===== config.mk =====
export PLATFORM = sky130hd
export DESIGN_NAME = imuic_top
export DESIGN_NICKNAME = d
export VERILOG_FILES = /design/src/logic/imuic_pkg.sv /design/src/logic/imuic_sync3.sv /design/src/logic/imuic_pin_drv.sv /design/src/logic/imuic_top.sv
export SDC_FILE = /design/constraint.sdc
export NUM_CORES = 1
export LEC_CHECK = 0
export BUFFER_PORTS_ARGS = -buffer_cell sky130_fd_sc_hd__buf_2
export CAP_MARGIN = 10
export CORE_MARGIN = 3
export CORE_UTILIZATION = 30
export DETAILED_ROUTE_END_ITERATION = 12
export SYNTH_ARGS = -nofsm -noshare
export SYNTH_HDL_FRONTEND = slang
export SYNTH_SLANG_ARGS = --single-unit

===== constraint.sdc =====
create_clock -name sys_clk_i -period 6.1 [get_ports sys_clk_i]
set_input_delay 1.22 -clock sys_clk_i [delete_from_list [all_inputs] [get_ports sys_clk_i]]
set_output_delay 1.22 -clock sys_clk_i [all_outputs]
set_load 0.02 [all_outputs]

===== src/logic/imuic_pkg.sv =====
// shared constants and types of the interrupt enable and pin control block
package imuic_pkg;

  // ==========================================================
  // register map
  localparam logic [7:0] ADDR_ENG_EN0 = 8'h50;
  localparam logic [7:0] ADDR_ENG_EN1 = 8'h51;
  localparam logic [7:0] ADDR_ENG_EN2 = 8'h52;
  localparam logic [7:0] ADDR_PIN_CTRL = 8'h53;
  localparam logic [7:0] ADDR_HOLD_MODE = 8'h54;
  localparam logic [7:0] ADDR_MAP0 = 8'h55;
  localparam logic [7:0] ADDR_MAP1 = 8'h56;
  localparam logic [7:0] ADDR_MAP2 = 8'h57;
  localparam logic [7:0] RST_BYTE = 8'h00;
  localparam logic [7:0] READ_UNMAPPED = 8'h00;

  // ==========================================================
  // writable bits; reserved bits are held at zero
  localparam logic [7:0] EN0_MASK = 8'hF7;
  localparam logic [7:0] EN1_MASK = 8'h7F;
  localparam logic [7:0] EN2_MASK = 8'h0F;
  localparam logic [7:0] HOLD_MASK = 8'h3F;

  // ==========================================================
  // enable byte fields
  localparam int EN0_FLAT = 7;
  localparam int EN0_ORIENT = 6;
  localparam int EN0_STAP = 5;
  localparam int EN0_DTAP = 4;
  localparam int EN1_FWM = 6;
  localparam int EN1_FFULL = 5;
  localparam int EN1_DRDY = 4;
  localparam int EN1_LOWG = 3;
  localparam int EN2_STEP = 3;
  localparam logic [7:0] AXIS_MASK = 8'h07;

  // ==========================================================
  // pin control fields, pin b upper nibble, pin a lower nibble
  localparam int PB_OE = 7;
  localparam int PB_OD = 6;
  localparam int PB_LVL = 5;
  localparam int PB_EDGE = 4;
  localparam int PA_OE = 3;
  localparam int PA_OD = 2;
  localparam int PA_LVL = 1;
  localparam int PA_EDGE = 0;

  // ==========================================================
  // hold mode fields
  localparam int HM_IN_EN_B = 5;
  localparam int HM_IN_EN_A = 4;
  localparam logic [3:0] HOLD_NONE = 4'h0;
  localparam logic [3:0] HOLD_LATCH = 4'hF;

  // ==========================================================
  // map fields
  localparam int MAP1_A_DRDY = 7;
  localparam int MAP1_A_FFULL = 5;
  localparam int MAP1_B_DRDY = 3;
  localparam int MAP1_B_FFULL = 1;

  // ==========================================================
  // timing
  localparam int CLK_PERIOD_NS = 40;
  localparam int HOLD_BASE_NS = 312500;
  localparam int HOLD_BASE_CYC = HOLD_BASE_NS / CLK_PERIOD_NS;
  localparam int HOLD_CNT_W = 28;

  // per pin hold sequence, gray along idle, active, hold
  typedef enum logic [1:0] {
    IMUIC_IDLE = 2'b00,
    IMUIC_ACT = 2'b01,
    IMUIC_HOLD = 2'b11
  } imuic_hold_e;

endpackage


===== src/logic/imuic_sync3.sv =====
// three stage synchroniser with agreement filter for a pin input
`timescale 1ns/100ps
module imuic_sync3 (
  // clock and reset
  input wire logic sys_clk_i,
  input wire logic rst_b_i,
  // pin
  input wire logic async_i,
  output logic level_o
);

  typedef struct packed {
    logic f1;
    logic f2;
    logic f3;
    logic q;
  } imuic_sync_s;

  imuic_sync_s s;
  imuic_sync_s next_s;

  // ==========================================================
  // f1 feeds only f2; a change counts once f2 and f3 agree
  always_comb
  begin
    next_s = s;
    next_s.f1 = async_i;
    next_s.f2 = s.f1;
    next_s.f3 = s.f2;
    if (s.f2 == s.f3)
    begin
      next_s.q = s.f3;
    end
  end

  always_ff @(posedge sys_clk_i or negedge rst_b_i)
  begin
    if (!rst_b_i)
    begin
      s <= '0;
    end
    else
    begin
      s <= next_s;
    end
  end

  assign level_o = s.q;

endmodule


===== src/logic/imuic_pin_drv.sv =====
// electrical driver of one interrupt pin
`timescale 1ns/100ps
module imuic_pin_drv (
  // clock and reset
  input wire logic sys_clk_i,
  input wire logic rst_b_i,
  // interrupt and setup
  input wire logic irq_i,
  input wire logic out_en_i,
  input wire logic open_drain_i,
  input wire logic active_high_i,
  input wire logic edge_sel_i,
  // pad
  output logic pad_o,
  output logic pad_oe_o
);

  typedef struct packed {
    logic irq_d;
    logic pad;
    logic oe;
  } imuic_drv_s;

  imuic_drv_s s;
  imuic_drv_s next_s;
  logic asserted;
  logic pad_level;

  // ==========================================================
  always_comb
  begin
    next_s = s;
    next_s.irq_d = irq_i;
    // edge mode gives a one cycle pulse per rising interrupt
    asserted = edge_sel_i ? (irq_i & ~s.irq_d) : irq_i;
    pad_level = active_high_i ? asserted : ~asserted;
    if (!out_en_i)
    begin
      next_s.pad = 1'b0;
      next_s.oe = 1'b0;
    end
    else if (open_drain_i)
    begin
      // open drain only pulls low; the high level comes from the pull-up
      next_s.pad = 1'b0;
      next_s.oe = ~pad_level;
    end
    else
    begin
      next_s.pad = pad_level;
      next_s.oe = 1'b1;
    end
  end

  always_ff @(posedge sys_clk_i or negedge rst_b_i)
  begin
    if (!rst_b_i)
    begin
      s <= '0;
    end
    else
    begin
      s <= next_s;
    end
  end

  assign pad_o = s.pad;
  assign pad_oe_o = s.oe;

endmodule


===== src/logic/imuic_top.sv =====
// interrupt engine enables, pin mapping, hold modes and pin control
`timescale 1ns/100ps
//
// Contract
// - each detection engine runs and raises only while its enable bit is set.
// - enable byte 0: flat, orient, single tap, double tap, reserved, anymotion z/y/x.
// - byte 1: watermark, full, ready, low-g, high-g z/y/x; byte 2: step, nomotion z/y/x.
// - step interrupt enable never starts, stops or clears the step count.
// - one pin control byte; upper nibble second pin, lower nibble first pin.
// - second pin drives only while control bit 7 is set.
// - first pin drives only while control bit 3 is set.
// - bit 6 picks push-pull or open drain for the second pin.
// - bit 2 picks push-pull or open drain for the first pin.
// - bit 5 sets second pin active level for its interrupt output.
// - with second pin output off, its level bit qualifies the trigger input.
// - bit 1 sets first pin level, for output or for trigger input.
// - frame tagging from a pin ignores that pin's level setting.
// - bit 4 selects edge or level signalling for the second pin.
// - bit 0 selects edge or level signalling for the first pin.
// - an interrupt reaches a pin only when its mapping bit is one.
// - four bit hold mode: zero unlatched, all ones latched, others timed.
module imuic_top
  import imuic_pkg::*;
#(
  parameter int HOLD_BASE_CYCLES = HOLD_BASE_CYC
)
(
  // clock and reset
  input wire logic sys_clk_i,
  input wire logic rst_b_i,
  // register port from the serial interface
  input wire logic [7:0] reg_addr_i,
  input wire logic [7:0] reg_wdata_i,
  input wire logic reg_wr_i,
  input wire logic reg_rd_i,
  output logic [7:0] reg_rdata_o,
  // detection engines
  input wire logic [23:0] evt_i,
  output logic [23:0] eng_en_o,
  // fifo tagging
  input wire logic fifo_tag_pin_a_enable_i,
  input wire logic fifo_tag_pin_b_enable_i,
  output logic fifo_tag_a_o,
  output logic fifo_tag_b_o,
  // first interrupt pin
  input wire logic first_irq_pin_i,
  output logic first_irq_pin_o,
  output logic first_irq_pin_oe_o,
  // second interrupt pin
  input wire logic second_irq_pin_i,
  output logic second_irq_pin_o,
  output logic second_irq_pin_oe_o,
  // power unit trigger
  output logic power_unit_trigger_o
);

  typedef struct packed {
    logic [7:0] en0;
    logic [7:0] en1;
    logic [7:0] en2;
    logic [7:0] pin_ctrl;
    logic [7:0] hold_mode;
    logic [7:0] map0;
    logic [7:0] map1;
    logic [7:0] map2;
    logic [7:0] rdata;
    imuic_hold_e [1:0] st;
    logic [1:0][HOLD_CNT_W-1:0] cnt;
    logic [1:0] irq;
    logic pmu_trig;
    logic tag_a;
    logic tag_b;
  } imuic_state_s;

  imuic_state_s s;
  imuic_state_s next_s;

  logic [23:0] ev;
  logic [7:0] phys;
  logic [2:0] data;
  logic [1:0] cond;
  logic [3:0] mode;
  logic clr_latch;
  logic lvl_a;
  logic lvl_b;
  logic hit_a;
  logic hit_b;

  // ==========================================================
  // helpers

  // hold time doubles per code step above one
  function automatic logic [HOLD_CNT_W-1:0] hold_cycles(input logic [3:0] code);
    logic [HOLD_CNT_W-1:0] base;
    base = HOLD_CNT_W'(HOLD_BASE_CYCLES);
    hold_cycles = base << (code - 4'h1);
  endfunction

  // gather mapped groups onto one pin
  function automatic logic route(input logic [7:0] ph, input logic [2:0] dt,
                                 input logic [7:0] map_ph, input logic [2:0] map_dt);
    route = (|(ph & map_ph)) | (|(dt & map_dt));
  endfunction

  // ==========================================================
  // pin input sampling

  imuic_sync3 u_sync_a (
    .sys_clk_i(sys_clk_i),
    .rst_b_i(rst_b_i),
    .async_i(first_irq_pin_i),
    .level_o(lvl_a)
  );

  imuic_sync3 u_sync_b (
    .sys_clk_i(sys_clk_i),
    .rst_b_i(rst_b_i),
    .async_i(second_irq_pin_i),
    .level_o(lvl_b)
  );

  // ==========================================================
  // engine gating and routing

  always_comb
  begin
    ev = evt_i & {s.en2, s.en1, s.en0};
    phys[7] = ev[EN0_FLAT];
    phys[6] = ev[EN0_ORIENT];
    phys[5] = ev[EN0_STAP];
    phys[4] = ev[EN0_DTAP];
    phys[3] = |(ev[23:16] & AXIS_MASK);
    phys[2] = |(ev[7:0] & AXIS_MASK);
    phys[1] = |(ev[15:8] & AXIS_MASK);
    // the step bit only gates its event; the counter has its own controls
    phys[0] = ev[8 + EN1_LOWG] | ev[16 + EN2_STEP];
    data[2] = ev[8 + EN1_DRDY];
    data[1] = ev[8 + EN1_FWM];
    data[0] = ev[8 + EN1_FFULL];
    cond[0] = route(phys, data, s.map0, s.map1[MAP1_A_DRDY:MAP1_A_FFULL]);
    cond[1] = route(phys, data, s.map2, s.map1[MAP1_B_DRDY:MAP1_B_FFULL]);
  end

  // ==========================================================
  // trigger input and frame tagging

  always_comb
  begin
    // a trigger input is only looked at while its output driver is off
    hit_a = ~s.pin_ctrl[PA_OE] & s.hold_mode[HM_IN_EN_A]
          & (s.pin_ctrl[PA_LVL] ? lvl_a : ~lvl_a);
    hit_b = ~s.pin_ctrl[PB_OE] & s.hold_mode[HM_IN_EN_B]
          & (s.pin_ctrl[PB_LVL] ? lvl_b : ~lvl_b);
  end

  // ==========================================================
  // next state

  always_comb
  begin
    next_s = s;
    mode = s.hold_mode[3:0];
    clr_latch = reg_wr_i && (reg_addr_i == ADDR_HOLD_MODE);

    // register writes, reserved bits forced to zero
    if (reg_wr_i)
    begin
      if (reg_addr_i == ADDR_ENG_EN0)
      begin
        next_s.en0 = reg_wdata_i & EN0_MASK;
      end
      else if (reg_addr_i == ADDR_ENG_EN1)
      begin
        next_s.en1 = reg_wdata_i & EN1_MASK;
      end
      else if (reg_addr_i == ADDR_ENG_EN2)
      begin
        next_s.en2 = reg_wdata_i & EN2_MASK;
      end
      else if (reg_addr_i == ADDR_PIN_CTRL)
      begin
        next_s.pin_ctrl = reg_wdata_i;
      end
      else if (reg_addr_i == ADDR_HOLD_MODE)
      begin
        next_s.hold_mode = reg_wdata_i & HOLD_MASK;
      end
      else if (reg_addr_i == ADDR_MAP0)
      begin
        next_s.map0 = reg_wdata_i;
      end
      else if (reg_addr_i == ADDR_MAP1)
      begin
        next_s.map1 = reg_wdata_i;
      end
      else if (reg_addr_i == ADDR_MAP2)
      begin
        next_s.map2 = reg_wdata_i;
      end
    end

    // register reads answer one cycle later
    if (reg_rd_i)
    begin
      if (reg_addr_i == ADDR_ENG_EN0)
      begin
        next_s.rdata = s.en0;
      end
      else if (reg_addr_i == ADDR_ENG_EN1)
      begin
        next_s.rdata = s.en1;
      end
      else if (reg_addr_i == ADDR_ENG_EN2)
      begin
        next_s.rdata = s.en2;
      end
      else if (reg_addr_i == ADDR_PIN_CTRL)
      begin
        next_s.rdata = s.pin_ctrl;
      end
      else if (reg_addr_i == ADDR_HOLD_MODE)
      begin
        next_s.rdata = s.hold_mode;
      end
      else if (reg_addr_i == ADDR_MAP0)
      begin
        next_s.rdata = s.map0;
      end
      else if (reg_addr_i == ADDR_MAP1)
      begin
        next_s.rdata = s.map1;
      end
      else if (reg_addr_i == ADDR_MAP2)
      begin
        next_s.rdata = s.map2;
      end
      else
      begin
        next_s.rdata = READ_UNMAPPED;
      end
    end

    // per pin hold sequence; a new condition always beats a clear
    for (int p = 0; p < 2; p++)
    begin
      case (s.st[p])
        IMUIC_IDLE:
        begin
          next_s.cnt[p] = '0;
          if (cond[p])
          begin
            next_s.st[p] = IMUIC_ACT;
          end
        end
        IMUIC_ACT:
        begin
          if (!cond[p])
          begin
            if (mode == HOLD_NONE)
            begin
              next_s.st[p] = IMUIC_IDLE;
            end
            else
            begin
              next_s.st[p] = IMUIC_HOLD;
              next_s.cnt[p] = hold_cycles(mode);
            end
          end
        end
        IMUIC_HOLD:
        begin
          if (cond[p])
          begin
            next_s.st[p] = IMUIC_ACT;
          end
          else if (mode == HOLD_NONE)
          begin
            next_s.st[p] = IMUIC_IDLE;
          end
          else if (mode == HOLD_LATCH)
          begin
            if (clr_latch)
            begin
              next_s.st[p] = IMUIC_IDLE;
            end
          end
          else if (s.cnt[p] <= HOLD_CNT_W'(1))
          begin
            next_s.st[p] = IMUIC_IDLE;
            next_s.cnt[p] = '0;
          end
          else
          begin
            next_s.cnt[p] = s.cnt[p] - HOLD_CNT_W'(1);
          end
        end
        default:
        begin
          next_s.st[p] = IMUIC_IDLE;
        end
      endcase
      next_s.irq[p] = (next_s.st[p] != IMUIC_IDLE);
    end

    next_s.pmu_trig = hit_a | hit_b;
    // tagging sees the raw pin level, whatever the polarity bit says
    next_s.tag_a = fifo_tag_pin_a_enable_i & s.hold_mode[HM_IN_EN_A] & lvl_a;
    next_s.tag_b = fifo_tag_pin_b_enable_i & s.hold_mode[HM_IN_EN_B] & lvl_b;
  end

  always_ff @(posedge sys_clk_i or negedge rst_b_i)
  begin
    if (!rst_b_i)
    begin
      s <= '0;
    end
    else
    begin
      s <= next_s;
    end
  end

  // ==========================================================
  // pin drivers

  imuic_pin_drv u_drv_a (
    .sys_clk_i(sys_clk_i),
    .rst_b_i(rst_b_i),
    .irq_i(s.irq[0]),
    .out_en_i(s.pin_ctrl[PA_OE]),
    .open_drain_i(s.pin_ctrl[PA_OD]),
    .active_high_i(s.pin_ctrl[PA_LVL]),
    .edge_sel_i(s.pin_ctrl[PA_EDGE]),
    .pad_o(first_irq_pin_o),
    .pad_oe_o(first_irq_pin_oe_o)
  );

  imuic_pin_drv u_drv_b (
    .sys_clk_i(sys_clk_i),
    .rst_b_i(rst_b_i),
    .irq_i(s.irq[1]),
    .out_en_i(s.pin_ctrl[PB_OE]),
    .open_drain_i(s.pin_ctrl[PB_OD]),
    .active_high_i(s.pin_ctrl[PB_LVL]),
    .edge_sel_i(s.pin_ctrl[PB_EDGE]),
    .pad_o(second_irq_pin_o),
    .pad_oe_o(second_irq_pin_oe_o)
  );

  // ==========================================================
  // outputs

  assign reg_rdata_o = s.rdata;
  assign eng_en_o = {s.en2, s.en1, s.en0};
  assign fifo_tag_a_o = s.tag_a;
  assign fifo_tag_b_o = s.tag_b;
  assign power_unit_trigger_o = s.pmu_trig;

endmodule


==> flow_summary_export.csv <==
group,metric,value,unit
clock_network,clk_latency,440,ps
die,die_width,172,um
die,start_util,30.6,%
sta,finalSetupViolations,0,
critical_path,crit_path_cell_trace,"inv_1, ha_1, ha_1, inv_1, a21o_1, nor2_1, a21oi_1, o22a_1, o21ai_0",
placement,place_congestion,0.929,
sta,tightest_slew,1080,ps
sta,period_share,54.1,%
route,viasPerCell,5.59,
power,seq_power_share,35.4,%
cells_and_area,stdcell_area,0.00934,mm^2
critical_path,max_stage_delay,810,ps
synth,synth_cells,896,
route,drt-total-wl,23700,um
synth,ys_async_sr_fraction,100,%
synth,synth-edff-count,0,
cells_and_area,final_nets,986,
clock_network,cts_tree,"yes",
synth,syn_area,0.00827,mm^2
clock_network,hold_buffers,0,
power,vdd_drop_max,0.000170,V
power,power.leakage,0.00412,uW
die,die_y,172,um
cells_and_area,utilization,34.6,%
clock_network,clockBufferDepth,2,
synth,synth_mux_area_share,9.29,%
die,row_count,60,
clock_network,numCtsBuffers,17,
critical_path,arrival,3670,ps
sta,finalClockSkew,10.3,ps
power,cell_internal_pwr,2160,uW
critical_path,crit_slowest_cell,"ha_1",
sta,min_period,3300,ps
critical_path,critical_path_class,"reg2reg",
synth,yosys.area_share.adder,1.76,%
sta,hold_viol,0,
route,drt-wirelength-per-cell,18.5,um
critical_path,cp_top_family,"adder cells",
critical_path,reg2reg_slack,2800,ps
synth,ys_ff_latch,143,
worst_hold_path,hp-class,"reg2reg",
clock_network,htreeDepth,4,
grt,grt.total_usage,16.2,%
grt,grt_max_degree,89,
outcome,status,"finished clean",
power,combPwrFrac,35.7,%
synth,ys_types,71,
cells_and_area,antenna_cells,0,
cells_and_area,syn2layout_area_growth,13.0,%
power,p_sw_share,42.0,%
route,drtIter0Drc,800,
die,io_pins,87,
route,drtPass1Iterations,5,
clock_network,cts-root-buf,"clkbuf_16",
synth,yosysWarnings,0,
die,core,0.0270,mm^2
sta,fmax,303,MHz
power,p_per_area,398,mW/mm^2
sta,slew_headroom,27.7,%
clock_network,cts_sinks,143,
sta,rsz0062_at_grt,"false",
clock_network,postCtsSetupBuffers,0,
synth,synth_top_family_by_area,"compound AO/OA/AOI/OAI gates",
grt,antenna_found_initial,0,
synth,synth_simple_gate_area_share,16.4,%
critical_path,path_max_fanout,25,
grt,grt_pass1_wl,37700,um
critical_path,cp_num_buf_inv,2,
power,power_frac_clock,28.9,%
critical_path,cp_data_required_time,6460,ps
synth,synth-seq-area-share,43.3,%
cells_and_area,drive_gt1_share,19.4,%
critical_path,worstSetupEndpointType,"register",
synth,syn_avg_cell_area,9.23,um^2
critical_path,start_kind,"register",
flow_run,drv_cap,0,
sta,slew_viol_final,0,
synth,synth_compound_area_share,21.6,%
placement,placed_area,0.00871,mm^2
power,p_sw,1560,uW
clock_network,cts_resized,0,
grt,overflow,0,
power,power,3720,uW
sta,setup_tns,0,ps
clock_network,clk_pin_slew,70,ps
die,fp.dieArea,0.0296,mm^2
route,postRouteAntennaNets,0,
grt,grt_pass1_vias,6813,
synth,ys.flop_type,"dfrtp_1",
synth,synth-xor-area-share,0.847,%
placement,detailed_place_hpwl,16900,um
route,vias,7170,
cells_and_area,num-fill-cells,2759,
route,drc_errors,0,
placement,port-buffer-count,74,
worst reg2reg max path: cells and delay by family (launching register included):
| family | cells | cell delay (ps) |
|---|---|---|
| DFF | 1 | 580 |
| and+or+nand+nor | 1 | 110 |
| adders and majority gates | 2 | 1190 |
| buffers and inverters | 2 | 600 |
| AOI/OAI and AO/OA | 4 | 730 |
state kept, by name (all words and copies together) (netlist names), 2 cells and up:
register / cells
eng_en_o: 18
mode: 4
reg_rdata_o: 8
s: 96
u_sync_a.next_s: 2
u_sync_b.next_s: 2
power by group through the flow:
| stage | Clock, uW | Combinational [uW] | Sequential (uW) |
|---|---|---|---|
| 6_report | 1070 | 1330 | 1320 |
| 2_1_floorplan | 0 | 1080 | 1240 |
| 5_1_grt | 1140 | 1490 | 1340 |
| 3_5_place_dp | 0 | 1320 | 1330 |
| 4_1_cts | 1090 | 1320 | 1310 |
| 3_3_place_gp | 0 | 1300 | 1320 |
metrics by stage:
step                      setup slack (ps)  hold slack (ps)  instances
after floorplan                       3030              331        901
after global placement                2370              334       1250
after detailed placement              2370              335       1250
after CTS                             2830              353       1282
after global routing                  2570              361       1282
final                                 2800              350       1282
synth_stat cells (3+ instances only):
master      n  share of area, %
a21boi_0    4              0.36
a21o_1      5              0.45
a21oi_1    63               3.8
a222oi_1    3              0.36
a22oi_1    10              0.91
a31oi_1    17               1.3
a32oi_1    11               1.2
and2_1     11              0.83
and3_1      7              0.53
buf_1       4              0.18
buf_2       7              0.42
buf_4      32               2.9
buf_6       4              0.54
clkbuf_1   26               1.2
dfrtp_1   143                43
ha_1       10               1.5
inv_1      34               1.5
mux2_2     54               7.4
mux2i_1     7              0.85
mux4_2      4               1.1
nand2_1    48               2.2
nand2b_1    5              0.38
nand3_1    27               1.6
nand4_1     9              0.68
nor2_1     86               3.9
nor2b_1     5              0.38
nor3_1     33               2.0
nor3b_1     6              0.54
nor4_1     13              0.98
o211ai_1    5              0.45
o21ai_0    94               5.7
o21ai_1    25               1.5
o21bai_1    3              0.27
o22a_1      5              0.53
o22ai_1     9              0.68
o311ai_0    4              0.42
o32a_1      4              0.48
or3_1       6              0.45
xnor2_1     4              0.42
xor2_1      4              0.42
cell families (layout without fill, tap and decap cells):
| kind of cell | Yosys count | count (layout) |
|---|---|---|
| buffers and inverters | 107 | 147 |
| adder cells (fa/ha/maj) | 12 | 12 |
| AND/OR/NAND/NOR | 273 | 273 |
| XOR/XNOR | 8 | 8 |
| multiplexers | 65 | 65 |
| other | 1 | 6 |
| AO/OA/AOI/OAI | 287 | 287 |
| flip-flops | 143 | 143 |
worst paths after layout:
path,start,endpoint,cells after the start
setup / recovery,mode[0]$_DFFE_PN0P_,s[18]$_DFFE_PN0P_,9
hold / removal,u_sync_a.next_s[2]$_DFF_PN0_,u_sync_a.next_s[1]$_DFF_PN0_,0
setup reg to reg,mode[0]$_DFFE_PN0P_,s[18]$_DFFE_PN0P_,9
hold reg to reg,u_sync_a.next_s[2]$_DFF_PN0_,u_sync_a.next_s[1]$_DFF_PN0_,0
max in group asynchronous,rst_b_i,eng_en_o[2]$_DFFE_PN0P_,2
min in group asynchronous,rst_b_i,s[38]$_DFFE_PN0P_,1
per-layer routing:
| layer | vias up | track usage, % | wire, um |
|---|---|---|---|
| li1 | 3343 | - | - |
| met2 | 297 | 25.5 | 11000 |
| met1 | 3502 | 22.9 | 10800 |
| met3 | 28 | 3.27 | 1490 |
| met5 | - | 0 | 0 |
| met4 | 0 | 4.30 | 397 |
layout make-up:
cell class                 instances  area (um^2)  share of cell area, %
inverter                          34          128                   1.37
timing repair buffer              81          429                   4.60
sequential                       143         3580                   38.3
clock inverter                    15          199                   2.13
clock buffer                      17          425                   4.56
tap                              341          427                   4.57
multi-input combinational        651         4150                   44.5
layout by cell type, fill, tap and decap left out, types with 5 or more instances in the layout:
cell type,synthesis,routed
mux2_2,54,54
and3_1,7,7
inv_1,34,34
clkinv_8,0,8
or3_1,6,6
o21ai_0,94,94
nand2_1,48,48
o211ai_1,5,5
a21oi_1,63,63
o21ai_1,25,25
clkbuf_16,0,17
a32oi_1,11,11
buf_2,7,73
nand3_1,27,27
nand2b_1,5,5
nor2b_1,5,5
a31oi_1,17,17
o22a_1,5,5
nand4_1,9,9
mux2i_1,7,7
nor3_1,33,33
a22oi_1,10,9
buf_4,32,7
nor2_1,86,86
ha_1,10,10
nor3b_1,6,6
nor4_1,13,13
conb_1,1,6
a21o_1,5,5
o22ai_1,9,9
and2_1,11,11
dfrtp_1,143,143
Note: power is estimated with default switching activity, not from simulation.
